## src/line_diag_consts.vh

```
// constants for the line diagnostic monitor: register map, fields, thresholds
// assumes inclusion by bare name from the design file
`ifndef LINE_DIAG_CONSTS_VH
`define LINE_DIAG_CONSTS_VH
`define ADDR_STATUS_FIRST 12'h000
`define ADDR_IRQ_STATUS_FIRST 12'h004
`define ADDR_IRQ_EDGE_SELECT 12'h008
`define ADDR_IRQ_MASK_FIRST 12'h00C
`define ADDR_IRQ_STATUS_THIRD 12'h010
`define ADDR_IRQ_MASK_THIRD 12'h014
`define ADDR_ERROR_REG 12'h018
`define ADDR_LOSS_CONFIG 12'h01C
`define ADDR_RX_CONFIG_FIRST 12'h020
`define ADDR_CLOCK_GROUP 12'h024
`define ADDR_LINE_CONFIG 12'h028
`define BIT_LOSS_STATE 0
`define BIT_LOSS_FLAG 0
`define BIT_LOSS_EDGE 1
`define BIT_LINE_ZEROS 2
`define BIT_SYSTEM_ZEROS 3
`define BIT_LINE_VIOL 4
`define BIT_SYSTEM_VIOL 5
`define BIT_VIOL_INSERT 6
`define BIT_ZERO_RULE 7
`define BIT_LOSS_CRITERIA 7
`define AMP_MSB 6
`define AMP_LSB 4
`define BIT_RX_CLOCK_HOLD 7
`define RX_FMT_MSB 1
`define RX_FMT_LSB 0
`define BIT_MON_CLK_EN 3
`define BIT_MON_CLK_RATE 2
`define BIT_E1_MODE 0
`define CODE_MSB 2
`define CODE_LSB 1
`define BIT_TX_NRZ 3
`define CODE_AMI 2'h0
`define CODE_B8ZS 2'h1
`define CODE_HDB3 2'h2
`define FMT_SLICED 2'h3
`define EXZ_AMI 8'h0F
`define EXZ_AMI_ALT 8'h50
`define EXZ_B8ZS 8'h07
`define EXZ_HDB3 8'h03
`define LOS_N_T1_SHORT 12'h0AF
`define LOS_N_T1_LONG 12'h608
`define LOS_N_E1_SHORT 12'h020
`define LOS_N_E1_LONG 12'h800
`define LOS_M_T1 12'h0AF
`define LOS_M_E1 12'h020
`define LOS_ZRUN_T1 12'h064
`define LOS_ZRUN_E1 12'h010
`define DENSITY_SHIFT 3
`define SLOT_COUNT 5'h16
`define SLOT_LAST 5'h15
`endif

```

## src/line_diag_monitor.v

```verilog
// line diagnostic monitor: violations, excessive zeros, line loss, serial loss pins
// assumes bit clocks and line pins arrive asynchronously to sys_clk; APB from sys_clk domain
//
// The APB slave port and the address map were decided locally.
`timescale 1ns/1ps
`include "line_diag_consts.vh"

// one coded path: mark polarity, violations and zero strings
module line_code_checker
(
   input wire sys_clk,
   input wire rst,
   input wire bitTick,
   input wire markPos,
   input wire markNeg,
   input wire [1:0] lineCode,
   input wire e1Mode,
   input wire zeroRuleSelect,
   input wire forceAmi,
   input wire checkEnable,
   output reg violation,
   output reg excessZeros
);
   reg lastPol;
   reg haveMark;
   reg lastBpvPol;
   reg haveBpv;
   reg [7:0] zeroCount;
   reg [7:0] zeroLimit;
   wire mark;
   wire bpv;
   wire [1:0] code;
   assign mark = markPos | markNeg;
   assign bpv = mark && haveMark && (lastPol == markPos);
   assign code = forceAmi ? `CODE_AMI : lineCode;
   always @*
   begin
      case (code)
         `CODE_B8ZS: zeroLimit = `EXZ_B8ZS;
         `CODE_HDB3: zeroLimit = `EXZ_HDB3;
         default: zeroLimit = (zeroRuleSelect && !e1Mode) ? `EXZ_AMI_ALT : `EXZ_AMI;
      endcase
   end
   always @(posedge sys_clk or posedge rst)
   begin
      if (rst)
      begin
         lastPol <= 1'b0;
         haveMark <= 1'b0;
         lastBpvPol <= 1'b0;
         haveBpv <= 1'b0;
         zeroCount <= 8'h00;
         violation <= 1'b0;
         excessZeros <= 1'b0;
      end
      else
      begin
         violation <= 1'b0;
         excessZeros <= 1'b0;
         if (bitTick)
         begin
            if (mark)
            begin
               lastPol <= markPos;
               haveMark <= 1'b1;
               zeroCount <= 8'h00;
               if (bpv)
               begin
                  lastBpvPol <= markPos;
                  haveBpv <= 1'b1;
                  if (code == `CODE_AMI)
                     violation <= checkEnable;
                  else
                     violation <= checkEnable && haveBpv && (lastBpvPol == markPos);
               end
            end
            else
            begin
               if (zeroCount != 8'hFF)
                  zeroCount <= zeroCount + 8'h01;
               excessZeros <= (zeroCount == zeroLimit);
            end
         end
      end
   end
endmodule // line_code_checker

// Operation
// - same-polarity successive marks flag a bipolar violation on receive and transmit paths.
// - equal-polarity successive violations outside substitution patterns flag a code violation.
// - AMI uses bipolar checking; B8ZS and HDB3 use code checking.
// - single-rail NRZ transmit interface suppresses transmit violation checks.
// - receive violation sets line violation flag bit 4, interrupt unless masked.
// - transmit violation sets system violation flag bit 5, interrupt unless masked.
// - insert bit 6 forces a violation on next transmit mark, then self-clears.
// - zero rule select bit 7 chooses between two excessive-zero definitions.
// - AMI declares after more than 15 zeros; second rule in T1 uses 80.
// - B8ZS declares after more than 7 zeros, HDB3 after more than 3.
// - single-rail NRZ transmit uses AMI zero thresholds whatever the code.
// - receive excessive zeros set line zeros flag bit 2, interrupt unless masked.
// - transmit excessive zeros set system zeros flag bit 3, interrupt unless masked.
// - loss declared when amplitude below selected threshold for N intervals.
// - loss cleared after M intervals from a mark, above Q+250mV, 12.5% density.
// - T1 N is 175 or 1544, M 175, zero run under 100.
// - E1 N is 32 or 2048, M 32, zero run under 16.
// - loss state bit 0; flag on rising or any edge by select bit 1.
// - 22 channel loss bits shift serially, marker high at channel 0 slot.
// - both serial loss pins released while monitor clock disabled.
// - during loss receive data low except sliced; clock high or master clock.
// - alternate data sources during loss override outputs and the clock hold choice.
module line_diag_monitor
#(
   parameter MON_DIV_FAST = 8'h03,
   parameter MON_DIV_SLOW = 8'h3F
)
(
   input wire sys_clk,
   input wire rst,
   input wire psel,
   input wire penable,
   input wire pwrite,
   input wire [11:0] paddr,
   input wire [31:0] pwdata,
   output wire pready,
   output reg [31:0] prdata,
   output wire pslverr,
   input wire rxBitClock,
   input wire rxMarkPos,
   input wire rxMarkNeg,
   input wire rxAmpBelowQ,
   input wire rxAmpAboveP,
   input wire txBitClock,
   input wire txMarkPos,
   input wire txMarkNeg,
   input wire masterDerivedClock,
   input wire [20:0] otherChannelLoss,
   input wire altActive,
   input wire altData,
   input wire altClock,
   output wire [2:0] amplitudeThresholdSel,
   output reg txOutPos,
   output reg txOutNeg,
   output reg rxDataOut,
   output reg rxRailPos,
   output reg rxRailNeg,
   output reg rxClockOut,
   output reg monitorOutClock,
   output reg serialLossOut,
   output reg serialFrameMarker,
   output wire serialOe_n,
   output wire irqOut
);
   reg [1:0] rxClkSync, rxPosSync, rxNegSync, rxLoSync, rxHiSync;
   reg [1:0] txClkSync, txPosSync, txNegSync, mdcSync;
   reg [20:0] otherSync0, otherSync1;
   reg rxClkLast, txClkLast;
   reg lineLossFlag, lineLossMask, lossEdgeSelect, lineLossState;
   reg [5:2] irqThird, maskThird;
   reg violationInsert, zeroRuleSelect, lossCriteriaSel;
   reg [2:0] ampSel;
   reg rxClockHoldSel;
   reg [1:0] rxFormat;
   reg monClockEnable, monClockRate;
   reg e1Mode, txSingleRailNrz;
   reg [1:0] lineCode;
   reg [11:0] lowCount, winCount, winMarks, zeroRun;
   reg inWindow;
   reg [7:0] divCount;
   reg [4:0] slot;
   reg txLastPol;
   wire rxTick, txTick, lineViol, lineZeros, sysViol, sysZeros;
   wire apbWrite, mapped, insertDone, lossChange;
   wire [11:0] lossN, lossM, zeroRunLimit;
   wire [21:0] lossVector;
   wire [7:0] divLimit;
   reg next_lineLossState;
   reg [31:0] readValue;

   assign rxTick = rxClkSync[1] & ~rxClkLast;
   assign txTick = txClkSync[1] & ~txClkLast;
   assign pready = 1'b1;
   assign apbWrite = psel & penable & pwrite;
   assign mapped = (paddr <= `ADDR_LINE_CONFIG) && (paddr[1:0] == 2'h0);
   assign pslverr = psel & penable & ~mapped;
   assign amplitudeThresholdSel = ampSel;
   assign serialOe_n = ~monClockEnable;
   assign lossVector = {otherSync1, lineLossState};
   assign divLimit = monClockRate ? MON_DIV_FAST : MON_DIV_SLOW;
   assign irqOut = (lineLossFlag & ~lineLossMask) | (|(irqThird & ~maskThird));
   assign insertDone = violationInsert & txTick & (txPosSync[1] | txNegSync[1]);
   assign lossChange = next_lineLossState ^ lineLossState;
   assign lossN = e1Mode ? (lossCriteriaSel ? `LOS_N_E1_LONG : `LOS_N_E1_SHORT)
                         : (lossCriteriaSel ? `LOS_N_T1_LONG : `LOS_N_T1_SHORT);
   assign lossM = e1Mode ? `LOS_M_E1 : `LOS_M_T1;
   assign zeroRunLimit = e1Mode ? `LOS_ZRUN_E1 : `LOS_ZRUN_T1;

   line_code_checker rxChecker
   (
      .sys_clk(sys_clk),
      .rst(rst),
      .bitTick(rxTick),
      .markPos(rxPosSync[1]),
      .markNeg(rxNegSync[1]),
      .lineCode(lineCode),
      .e1Mode(e1Mode),
      .zeroRuleSelect(zeroRuleSelect),
      .forceAmi(1'b0),
      .checkEnable(1'b1),
      .violation(lineViol),
      .excessZeros(lineZeros)
   );

   line_code_checker txChecker
   (
      .sys_clk(sys_clk),
      .rst(rst),
      .bitTick(txTick),
      .markPos(txPosSync[1]),
      .markNeg(txNegSync[1]),
      .lineCode(lineCode),
      .e1Mode(e1Mode),
      .zeroRuleSelect(zeroRuleSelect),
      .forceAmi(txSingleRailNrz),
      .checkEnable(~txSingleRailNrz),
      .violation(sysViol),
      .excessZeros(sysZeros)
   );

   // input synchronisers
   always @(posedge sys_clk or posedge rst)
   begin
      if (rst)
      begin
         rxClkSync <= 2'h0;
         rxPosSync <= 2'h0;
         rxNegSync <= 2'h0;
         rxLoSync <= 2'h0;
         rxHiSync <= 2'h0;
         txClkSync <= 2'h0;
         txPosSync <= 2'h0;
         txNegSync <= 2'h0;
         mdcSync <= 2'h0;
         otherSync0 <= 21'h000000;
         otherSync1 <= 21'h000000;
         rxClkLast <= 1'b0;
         txClkLast <= 1'b0;
      end
      else
      begin
         rxClkSync <= {rxClkSync[0], rxBitClock};
         rxPosSync <= {rxPosSync[0], rxMarkPos};
         rxNegSync <= {rxNegSync[0], rxMarkNeg};
         rxLoSync <= {rxLoSync[0], rxAmpBelowQ};
         rxHiSync <= {rxHiSync[0], rxAmpAboveP};
         txClkSync <= {txClkSync[0], txBitClock};
         txPosSync <= {txPosSync[0], txMarkPos};
         txNegSync <= {txNegSync[0], txMarkNeg};
         mdcSync <= {mdcSync[0], masterDerivedClock};
         otherSync0 <= otherChannelLoss;
         otherSync1 <= otherSync0;
         rxClkLast <= rxClkSync[1];
         txClkLast <= txClkSync[1];
      end
   end

   // line loss declare and clear
   always @*
   begin
      next_lineLossState = lineLossState;
      if (rxTick && !lineLossState && rxLoSync[1] && (lowCount + 12'h001 >= lossN))
         next_lineLossState = 1'b1;
      if (rxTick && lineLossState && inWindow && (winCount + 12'h001 >= lossM) &&
          rxHiSync[1] && (zeroRun + 12'h001 < zeroRunLimit) &&
          (((winMarks + {11'h000, rxPosSync[1] | rxNegSync[1]}) << `DENSITY_SHIFT) >= lossM))
         next_lineLossState = 1'b0;
   end

   always @(posedge sys_clk or posedge rst)
   begin
      if (rst)
      begin
         lineLossState <= 1'b0;
         lowCount <= 12'h000;
         winCount <= 12'h000;
         winMarks <= 12'h000;
         zeroRun <= 12'h000;
         inWindow <= 1'b0;
      end
      else
      begin
         lineLossState <= next_lineLossState;
         if (rxTick)
         begin
            lowCount <= (rxLoSync[1] && !lineLossState && !next_lineLossState) ? lowCount + 12'h001 : 12'h000;
            if (!lineLossState || next_lineLossState != lineLossState)
               inWindow <= 1'b0;
            else if (!inWindow || !rxHiSync[1] || (zeroRun + 12'h001 >= zeroRunLimit) ||
                     (winCount + 12'h001 >= lossM))
            begin
               // window restarts only on a strong mark
               inWindow <= rxHiSync[1] & (rxPosSync[1] | rxNegSync[1]);
               winCount <= 12'h001;
               winMarks <= 12'h001;
               zeroRun <= 12'h000;
            end
            else
            begin
               winCount <= winCount + 12'h001;
               if (rxPosSync[1] | rxNegSync[1])
               begin
                  winMarks <= winMarks + 12'h001;
                  zeroRun <= 12'h000;
               end
               else
                  zeroRun <= zeroRun + 12'h001;
            end
         end
      end
   end

   // registers, flags with set winning over clear
   always @(posedge sys_clk or posedge rst)
   begin
      if (rst)
      begin
         lineLossFlag <= 1'b0;
         lineLossMask <= 1'b1;
         lossEdgeSelect <= 1'b0;
         irqThird <= 4'h0;
         maskThird <= 4'hF;
         violationInsert <= 1'b0;
         zeroRuleSelect <= 1'b0;
         lossCriteriaSel <= 1'b0;
         ampSel <= 3'h0;
         rxClockHoldSel <= 1'b0;
         rxFormat <= 2'h0;
         monClockEnable <= 1'b0;
         monClockRate <= 1'b0;
         e1Mode <= 1'b0;
         txSingleRailNrz <= 1'b0;
         lineCode <= 2'h0;
         prdata <= 32'h00000000;
      end
      else
      begin
         if (psel && !penable)
            prdata <= readValue;
         if (apbWrite && paddr == `ADDR_IRQ_STATUS_FIRST && pwdata[`BIT_LOSS_FLAG])
            lineLossFlag <= 1'b0;
         if (lossChange && (next_lineLossState || lossEdgeSelect))
            lineLossFlag <= 1'b1;
         if (apbWrite && paddr == `ADDR_IRQ_STATUS_THIRD)
            irqThird <= (irqThird & ~pwdata[5:2]) | {sysViol, lineViol, sysZeros, lineZeros};
         else
            irqThird <= irqThird | {sysViol, lineViol, sysZeros, lineZeros};
         if (apbWrite && paddr == `ADDR_ERROR_REG)
         begin
            zeroRuleSelect <= pwdata[`BIT_ZERO_RULE];
            if (pwdata[`BIT_VIOL_INSERT])
               violationInsert <= 1'b1;
            else if (insertDone)
               violationInsert <= 1'b0;
         end
         else if (insertDone)
            violationInsert <= 1'b0;
         if (apbWrite)
         begin
            case (paddr)
               `ADDR_IRQ_EDGE_SELECT: lossEdgeSelect <= pwdata[`BIT_LOSS_EDGE];
               `ADDR_IRQ_MASK_FIRST: lineLossMask <= pwdata[`BIT_LOSS_FLAG];
               `ADDR_IRQ_MASK_THIRD: maskThird <= pwdata[5:2];
               `ADDR_LOSS_CONFIG:
               begin
                  lossCriteriaSel <= pwdata[`BIT_LOSS_CRITERIA];
                  ampSel <= pwdata[`AMP_MSB:`AMP_LSB];
               end
               `ADDR_RX_CONFIG_FIRST:
               begin
                  rxClockHoldSel <= pwdata[`BIT_RX_CLOCK_HOLD];
                  rxFormat <= pwdata[`RX_FMT_MSB:`RX_FMT_LSB];
               end
               `ADDR_CLOCK_GROUP:
               begin
                  monClockEnable <= pwdata[`BIT_MON_CLK_EN];
                  monClockRate <= pwdata[`BIT_MON_CLK_RATE];
               end
               `ADDR_LINE_CONFIG:
               begin
                  e1Mode <= pwdata[`BIT_E1_MODE];
                  lineCode <= pwdata[`CODE_MSB:`CODE_LSB];
                  txSingleRailNrz <= pwdata[`BIT_TX_NRZ];
               end
               default: e1Mode <= e1Mode;
            endcase
         end
      end
   end

   always @*
   begin
      readValue = 32'h00000000;
      case (paddr)
         `ADDR_STATUS_FIRST: readValue[`BIT_LOSS_STATE] = lineLossState;
         `ADDR_IRQ_STATUS_FIRST: readValue[`BIT_LOSS_FLAG] = lineLossFlag;
         `ADDR_IRQ_EDGE_SELECT: readValue[`BIT_LOSS_EDGE] = lossEdgeSelect;
         `ADDR_IRQ_MASK_FIRST: readValue[`BIT_LOSS_FLAG] = lineLossMask;
         `ADDR_IRQ_STATUS_THIRD: readValue[5:2] = irqThird;
         `ADDR_IRQ_MASK_THIRD: readValue[5:2] = maskThird;
         `ADDR_ERROR_REG: readValue[7:6] = {zeroRuleSelect, violationInsert};
         `ADDR_LOSS_CONFIG: readValue[7:4] = {lossCriteriaSel, ampSel};
         `ADDR_RX_CONFIG_FIRST: readValue[7:0] = {rxClockHoldSel, 5'h00, rxFormat};
         `ADDR_CLOCK_GROUP: readValue[3:2] = {monClockEnable, monClockRate};
         `ADDR_LINE_CONFIG: readValue[3:0] = {txSingleRailNrz, lineCode, e1Mode};
         default: readValue = 32'h00000000;
      endcase
   end

   // transmit output with violation insertion
   always @(posedge sys_clk or posedge rst)
   begin
      if (rst)
      begin
         txOutPos <= 1'b0;
         txOutNeg <= 1'b0;
         txLastPol <= 1'b0;
      end
      else if (txTick)
      begin
         if (insertDone)
         begin
            // repeat last polarity to force a violation
            txOutPos <= txLastPol;
            txOutNeg <= ~txLastPol;
         end
         else
         begin
            txOutPos <= txPosSync[1];
            txOutNeg <= txNegSync[1];
            if (txPosSync[1] | txNegSync[1])
               txLastPol <= txPosSync[1];
         end
      end
   end

   // receive output substitution during loss
   always @(posedge sys_clk or posedge rst)
   begin
      if (rst)
      begin
         rxDataOut <= 1'b0;
         rxRailPos <= 1'b0;
         rxRailNeg <= 1'b0;
         rxClockOut <= 1'b0;
      end
      else if (altActive)
      begin
         rxDataOut <= altData;
         rxRailPos <= altData;
         rxRailNeg <= 1'b0;
         rxClockOut <= altClock;
      end
      else if (lineLossState && rxFormat != `FMT_SLICED)
      begin
         rxDataOut <= 1'b0;
         rxRailPos <= 1'b0;
         rxRailNeg <= 1'b0;
         rxClockOut <= rxClockHoldSel ? mdcSync[1] : 1'b1;
      end
      else
      begin
         rxDataOut <= rxPosSync[1] | rxNegSync[1];
         rxRailPos <= rxPosSync[1];
         rxRailNeg <= rxNegSync[1];
         rxClockOut <= lineLossState ? (rxClockHoldSel ? mdcSync[1] : 1'b1) : rxClkSync[1];
      end
   end

   // serial loss indication on monitor clock
   always @(posedge sys_clk or posedge rst)
   begin
      if (rst)
      begin
         divCount <= 8'h00;
         monitorOutClock <= 1'b0;
         slot <= 5'h00;
         serialLossOut <= 1'b0;
         serialFrameMarker <= 1'b0;
      end
      else if (!monClockEnable)
      begin
         divCount <= 8'h00;
         monitorOutClock <= 1'b0;
      end
      else if (divCount >= divLimit)
      begin
         divCount <= 8'h00;
         monitorOutClock <= ~monitorOutClock;
         if (!monitorOutClock)
         begin
            serialLossOut <= lossVector[slot];
            serialFrameMarker <= (slot == 5'h00);
            slot <= (slot == `SLOT_LAST) ? 5'h00 : slot + 5'h01;
         end
      end
      else
         divCount <= divCount + 8'h01;
   end
endmodule // line_diag_monitor

```

## config.mk

```make
export PLATFORM = sky130hd
export DESIGN_NAME = line_diag_monitor
export DESIGN_NICKNAME = d
export VERILOG_FILES = /design/src/line_diag_monitor.v
export VERILOG_INCLUDE_DIRS = /design/src /design/src/src
export SDC_FILE = /design/constraint.sdc
export NUM_CORES = 1
export LEC_CHECK = 0
export ABC_AREA = 1
export BUFFER_PORTS_ARGS = -buffer_cell sky130_fd_sc_hd__buf_2
export CAP_MARGIN = 15
export CORE_MARGIN = 2
export CORE_UTILIZATION = 48
export CTS_CLUSTER_DIAMETER = 40
export DETAILED_ROUTE_END_ITERATION = 6
export GPL_ROUTABILITY_DRIVEN = 1
export PLACE_DENSITY = 0.75
export SKIP_CTS_REPAIR_TIMING = 1
export SKIP_LAST_GASP = 1
export SYNTH_ARGS = -nofsm -noshare
export SYNTH_HDL_FRONTEND = slang
export SYNTH_HIERARCHICAL = 1
export SYNTH_SLANG_ARGS = --single-unit
```

## constraint.sdc

```tcl
create_clock -name sys_clk -period 7.4 [get_ports sys_clk]
set_clock_uncertainty 0.2 [all_clocks]
set_input_delay 1.48 -clock sys_clk [delete_from_list [all_inputs] [get_ports sys_clk]]
set_output_delay 1.48 -clock sys_clk [all_outputs]
set_load 0.1 [all_outputs]
```

Word level (Yosys, flattened, before mapping)
Index checks and enable logic that the tools add are counted.

$add $sub $neg: 9. Magnitude comparators: 8. Eq/ne operators: 26. Muxes and demuxes: 66. Bitwise logic cells: 29. Reduce and logical (&&, ||, !) cells: 67.

Operators by type and width (count): $mux 12 (8); $mux 8 (7); $add 12x1->12 const B (4); $eq 12x5->1 const B (4); $eq 12x6->1 const B (3); $mux 1 (36); $pmux 8 s2 (2); $logic_and 1x1->1 (27); $reduce_and 2->1 (13); $add 8x1->8 const B (3); $eq 12x4->1 const B (2); $ge 12x8->1 (2); $eq 8x8->1 (2); $ne 8x8->1 const B (2); $reduce_and 3->1 (5); $mux 7 (2); $eq 12x3->1 const B (1); $ge 12x12->1 (1); $ge 12x7->1 (1); $le 12x6->1 const B (1); $logic_not 12->1 (1); $lt 12x7->1 (1); $pmux 2 s3 (2); $mux 11 (1); 32 further kinds (74).

Flip-flop bits (word level): 197. Input bits: 82. Output and inout port bits: 48.

Depth between registers and ports, before layout
Gate-level depths: netlist of the first run.

Depth in word-level cells: 13. Depth in mapped cells: 25. Mapped depth without buffers: 24.

Modules after synthesis
Netlist of the first run, hierarchy kept.

Modules (own cells, without submodules): line_diag_monitor (times used 1, cells an instance 999, area an instance 8436.8 µm²); line_code_checker (times used 2, cells an instance 128, area an instance 910.9 µm²).

Least setup slack after synthesis of the first run
OpenSTA, ideal clock, no wires.

Kind: input -> output. Start point: input port paddr[1]. End point: output port pslverr. Arrival: 3481 ps. Required time: 5720 ps. Setup slack: 2239 ps. Stages: 7. Path through: nor2_1 inv_1 nor3_1 inv_1 nor3_2 a31o_2 a21oi_1.

Cells in the longest elaborated chain, start to end: 4. Elaborated cells between the ends (all ways): 5.

RTL lines: start, declared (RTL line line_diag_monitor.v:122) `input wire [11:0] paddr,`; $le 12x6->1 (no source line) / $logic_not 2->1 (equally long branches); $logic_and 1x1->1 * (RTL line line_diag_monitor.v:183) `` assign mapped = (paddr <= `ADDR_LINE_CONFIG) && (paddr[1:0] == 2'h0); ``; $not 1->1 * (RTL line line_diag_monitor.v:184) `assign pslverr = psel & penable & ~mapped;`; $and 1x1->1 * (RTL line line_diag_monitor.v:184); end, declared (RTL line line_diag_monitor.v:126) `output wire pslverr,`.

Every way passes the cells marked *; elsewhere a longest branch is shown, timed or not.

Worst setup path after layout of the first run
Same ends and word-level chain as after synthesis.

==> metrics, run 1 <==
die area=22600 um2; H-tree levels=4; Synth Area in Compound Gates=under 10%; Slew Viols, Final=0; syn_area_per_cell=8.17 um2; synthesized instance count=between 1000 and 1500; die height=150 um; clk root buf=clkbuf_16; Max-slew headroom=between 30% and 40%; multiplexer share of the synthesized area=0%; met2 Use GR=approximately a third; final cycle utilization of the critical path=a little over two thirds; FF+latch count, synth=194; Area contributors post-synth=dfrtp_1 46%, nand2_1 12%, inv_1 6.1%, ha_1 5.0%, nand3_1 4.8%; GRT overflow=0; Top FF cell, synth=dfrtp_1; Cell Rows=53; post-synth top area share=approximately 46%; GRT Util Overall=between 10% and 20%; largest net degree at the start of global routing=about 90; Hold Violations, Final=0; global routing's busiest layer=met2; final net count=1464; required time worst endpoint=5720 ps; first-pass GRT wire length=about 36000 um; top cells by count, synth=318 x nand2_1, 189 x dfrtp_1, 166 x inv_1, 111 x nor2_1, 99 x nand3_1; Setup CP Type=in2out; most frequent cell after synthesis=nand2_1; GR Util met3=3.48%; Initial Utilization=approximately half; vias=between 8000 and 9000; Final ANT Viol Nets=0; sequential power share=50.1%; Max Cap Viol=0; Cell Area, Synth=approximately 10000 um2; TNS Setup=0 ps; Sw Share=between 20% and 30%; Max Buffers Root-to-Sink=2; Hold Crit Class=reg2reg; # setup viols final=0; Syn. warnings=6; main combinational cell family by area after synthesis=simple AND/OR/NAND/NOR gates; vias in the first global route=around 7700; CTS Sinks=roughly 190; Die Width=150 um; drc violations=0; GR Util met1=around a quarter; Int Pwr=1.59 mW; initial DRC count=545; startpoint types=input pin; Skew-Pair Late Insertion Delay=~430 ps; Gate power share=under 10%; Worst-Margin Slew=967 ps; Async SR Flop Fraction=100%; Pleak=approximately 5.8 nW; Yosys cell types=between 40 and 50; XOR/XNOR Fraction of Synth Area=2.39%; CTS tree=yes; WL/cell=approximately 13 um; Simple-Gate Fraction of Synth Area=about 28%; CP Max Fanout=6; VDD IR max=0.132 mV; RSZ-0062 raised after global routing=false; WP data arrival=about 3500 ps; layout cells sized above 1=between 10 and 15%; Pwr Total=around 2.2 mW; NetSw=around 0.63 mW; clock power share=between 40% and 50%; Reg clk slew, reported paths=around 70 ps; highest clock rate=approximately 190 MHz; status=finished clean; number of synthesized flops with an enable pin=0; initial antenna violation count=1; # port buffers=80; element type at the critical path end=output pin; Via density=~5.0; biggest area consumer among synthesized cells=dfrtp_1; drt pass-1 iters=5; pwr dens=around 190 nW/um2; IO Count=130; Post-Route WL=20800 um; Core Util, Final=54.4%; CTS buffer count=17; sequential share of the synthesized area=approximately 47%; CORE AREA=21000 um2; adder-cell share of the synthesized area=under 10%; crit path time final=between 5000 and 6000 ps; GPL Wtd Cong=0.873; P&R area growth vs syn=11.4%; dpl hpwl=~15000 um
==> worst max-delay path, stage by stage <==
cell and delay (ps):
buf_2 90, nor2_1 290, inv_1 110, nor3_1 550
inv_1 160, nor3_2 270, a31o_2 180, a21oi_1 60
buf_2 300
==> layout by cell type (no fill, tap or decap), types with 12 or more instances in the layout <==
cell type and instances:
o21ai_0 79, buf_2 80, nor3_1 14, ha_1 41, inv_1 165, nor2_2 12, conb_1 28, a21oi_1 22
nand3_1 99, clkbuf_16 17, nor2_1 111, nand2_1 318, dfrtp_1 189, nand4_1 22, xor2_1 25
==> metrics by stage <==
stage          setup slack, ps  instance area (um2)  hold WS (ps)  cells
2_1_floorplan             1240                10400           131   1281
3_3_place_gp              2260                10800           132   1596
3_5_place_dp              2220                10800           135   1596
4_1_cts                   2190                11400           145   1628
5_1_grt                   2010                11400           149   1630
6_report                  2210                11400           141   1631
==> logic make-up after synthesis <==
logic type / after synthesis
AO/OA/AOI/OAI: 144
XOR/XNOR: 28
adder cells (fa/ha/maj): 41
buffers and inverters: 218
flip-flops: 194
other: 2
AND/OR/NAND/NOR: 628
==> power by group through the flow <==
stage               sequential [mW]  combinational, mW  clock (mW)
floorplan                      1.16              0.142           0
global placement               1.13              0.202           0
detailed placement             1.13              0.206           0
CTS                            1.11              0.207       0.924
global route                   1.12              0.226       0.962
finish                         1.11              0.205       0.901
==> path summary, 6_finish.rpt <==
check / start / cells after the start / to / slack (ps)
setup / recovery: paddr[1] / 9 / pslverr / 2210
hold / removal: otherSync0[0] / 0 / otherSync1[0] / 140
setup reg to reg: rxPosSync[1] / 24 / winCount[0] / 2820
hold reg to reg: otherSync0[0] / 0 / otherSync1[0] / 140
max in group asynchronous: rst / 3 / winCount[4] / 4540
min in group asynchronous: rst / 2 / txChecker/zeroCount[1] / 940
==> flip-flops by register name, summed over array words and instances (netlist names), 4 cells and up <==
name and count:
prdata 8, maskThird 4, winMarks 9, lowCount 12, otherSync0 21, slot 5
winCount 12, zeroRun 12, rxChecker/zeroCount 8, divCount 8, irqThird 4, txChecker/zeroCount 8
otherSync1 21
==> cell type report <==
| cell class | count | area, um2 |
|---|---|---|
| flip-flops and latches | 194 | 4860 |
| inverters | 174 | 658 |
| fillers | 1899 | 9590 |
| diodes | 2 | 5.00 |
| multi-input cells | 869 | 4530 |
| clock buffers | 17 | 425 |
| repair buffers | 85 | 442 |
| well taps | 275 | 344 |
| clock inverters | 15 | 160 |
==> layer usage <==
| metal | routed length, um | share of wire (%) |
|---|---|---|
| met1 | 9400 | 45 |
| met2 | 10400 | 50 |
| met3 | 750 | 3.6 |
| met4 | 284 | 1.4 |
| met5 | 0 | 0 |
Power figures use the tool's default switching activity.
==> run 2, diff against run 1 <==
==> constraint.sdc (replaced) <==
create_clock -name sys_clk -period 5.3 [get_ports sys_clk]
set_clock_uncertainty 0.2 [all_clocks]
set_input_delay 1.06 -clock sys_clk [delete_from_list [all_inputs] [get_ports sys_clk]]
set_output_delay 1.06 -clock sys_clk [all_outputs]
set_load 0.1 [all_outputs]
==> run 2 against run 1 <==
Effect of this change: global-route usage fell by 0.21 points; non-clock buffer count rose by 5; register-to-register slack got worse by 2000 ps.
==> metrics, run 2 (same netlist as run 1, synthesis figures left out) <==
dpl hpwl=15200 um (+0.47%); Top Registers=otherSync0 (21), otherSync1 (21); slowest cell on the critical path=nor2_1; final net count=1469 (+0.34%); hold_ws=150 ps (+9.24 ps); r2r worst-path depth=23 (-4.2%); clk root buf=clkbuf_16; Pleak=5.78 nW (+0.21%); reg2reg setup slack=840 ps (-1980 ps); Gate power share=9.4% (+0.2 points); worst path cell trace=nor2_1, inv_1, ha_1, ha_1, inv_1, nor2_1, xor2_1, ha_1, a21oi_1, o21ai_0, nor2_1, nand4_1, nand2_1, nor2_1, nand2_1, nand2_2, inv_1, ha_1, inv_1, nor2_1, nand2_2, nand2_1, nand2_1; Die Width=150 um (unchanged); status=finished clean; element type at the critical path end=register; initial antenna violation count=0 (-1); startpoint types=register; RR Endpoint=winMarks[3]; leading cell type in the layout, fill and taps excluded=nand2_1; NetSw=0.868 mW (+38%); vias in the first global route=7583 (-1.6%); die height=150 um (unchanged); Cell Rows=53 (unchanged); # setup viols final=0 (unchanged); Hold Crit Class=reg2reg; CORE AREA=21000 um2 (unchanged); Hold Violations, Final=0 (unchanged); pwr dens=268 nW/um2 (+38%); first-pass GRT wire length=35400 um (-1.2%); Seq. cell area=4860 um2 (unchanged); WL/cell=12.9 um (+1.3%); GRT Util Overall=19.5% (-0.21 points); initial DRC count=468 (-14%); Post-Route WL=21100 um (+1.5%); commonest non-fill, non-tap cells in the layout=318 x nand2_1, 189 x dfrtp_1, 165 x inv_1; highest clock rate=between 200 and 250 MHz; Reg clk slew, reported paths=80 ps (about the same); multi-input logic area=4530 um2 (unchanged); RR Startpoint=rxPosSync[1]; layout cells sized above 1=14.8% (+0.31 points); VDD IR max=0.246 mV (+86%); Max Buffers Root-to-Sink=2 (unchanged); hold endpoint=otherSync1[10]; vias=8047 (-1.2%); CTS tree=yes; CTS Sinks=194 (unchanged); Hold Path Depth=0 (unchanged); Final ANT Viol Nets=0 (unchanged); Max Cap Viol=0 (unchanged); Slew Viols, Final=0 (unchanged); Sw Share=28.2% (-0.20 points); required time worst endpoint=5420 ps (-300 ps); drt pass-1 iters=5 (unchanged); IO Count=130 (unchanged); RSZ-0062 raised after global routing=false; sequential power share=50.5% (+0.4 points); Setup CP Type=reg2reg; WP data arrival=4580 ps (+1070 ps); GRT overflow=0 (unchanged); fillers=1880 (-1.0%); Initial Utilization=48.8% (unchanged); largest net degree at the start of global routing=167 (+82%); drc violations=0 (unchanged); Max-slew headroom=41.3% (+5.8 points); Via density=4.92 (-1.4%); Worst-Margin Slew=880 ps (-86.9 ps); ANT cells=0 (-2); max incr delay on CP=580 ps (+30 ps); GPL Wtd Cong=0.879 (+0.70%); clock power share=40.1% (-0.5 points); final cycle utilization of the critical path=a little over four fifths; Int Pwr=2.21 mW (+39%); CTS buffer count=17 (unchanged); crit path time final=about 4500 ps; TNS Setup=0 ps (unchanged); # port buffers=80 (unchanged); H-tree levels=4 (unchanged); critical path's most frequent cell=nor2_1; P&R area growth vs syn=11.7%; HP Start=otherSync0[10]; CP Max Fanout=14 (+8); Skew-Pair Late Insertion Delay=440 ps (about the same); die area=22600 um2 (unchanged)
==> run 2: cell count changes in the layout (fill, tap and decap cells not counted) <==
cell / before / now
buf_12: 0 / 1
buf_4: 4 / 8
clkinv_2: 0 / 1
clkinv_4: 3 / 2
clkinv_8: 2 / 1
clkinvlp_4: 1 / 4
diode_2: 2 / 0
inv_8: 6 / 4
==> run 2: metrics by stage <==
| stage | utilization, % | total power, mW | std cells | cell area, um2 | setup slack [ps] |
|---|---|---|---|---|---|
| 2_1_floorplan | - | 1.82 | 1281 | 10400 | 979 |
| 3_3_place_gp | 51.7 | 1.87 | 1601 | 10900 | 917 |
| 3_5_place_dp | 51.7 | 1.87 | 1601 | 10900 | 906 |
| 4_1_cts | 54.4 | 3.11 | 1633 | 11400 | 868 |
| 5_1_grt | 54.5 | 3.20 | 1634 | 11500 | 446 |
| 6_report | 54.5 | 3.08 | 1634 | 11500 | 836 |
==> run 2: power by group through the flow <==
stage                     Sequential, mW  Combinational, mW  Clock [mW]
final                               1.55              0.290        1.23
after floorplan                     1.62              0.199           0
after global placement              1.58              0.286           0
after CTS                           1.55              0.292        1.27
after global routing                1.56              0.316        1.32
after detailed placement            1.58              0.290           0
==> run 2: worst max path at each step <==
stage / startpoint / endpoint / slack, ps / cells after the start
after floorplan: paddr[1] / pslverr / 980 / 7
after global placement: rxPosSync[1] / winMarks[1] / 920 / 23
after detailed placement: rxPosSync[1] / winMarks[1] / 910 / 23
after CTS: rxPosSync[1] / winMarks[1] / 870 / 23
after global routing: rxPosSync[1] / winMarks[7] / 450 / 23
final: rxPosSync[1] / winMarks[3] / 840 / 23
==> run 2: metal layers <==
layer / up-vias / global-route usage [%] / part of all wire, %
li1: 4138 / - / -
met1: 3764 / 26.6 / 47
met2: 131 / 32.8 / 49
met3: 14 / 3.64 / 3.0
met4: 0 / 4.20 / 0.84
met5: - / 0 / 0
==> run 2: critical path, delay by kind of cell, from the launching register on <==
kind                       cells  cell delay, ps
xor gates and xnor gates       1             150
adders and majority gates      4             810
and+or+nand+nor               12            2040
buffers and inverters          4             490
AOI/OAI and AO/OA              2             190
DFF                            1             470
==> run 2: layout make-up <==
cell class	instances	share of cell area, %
clock inverter	15	1.23
inverter	174	5.73
clock buffer	17	3.71
sequential	194	42.4
timing repair buffer	90	4.29
tap	275	3.00
multi-input combinational	869	39.6
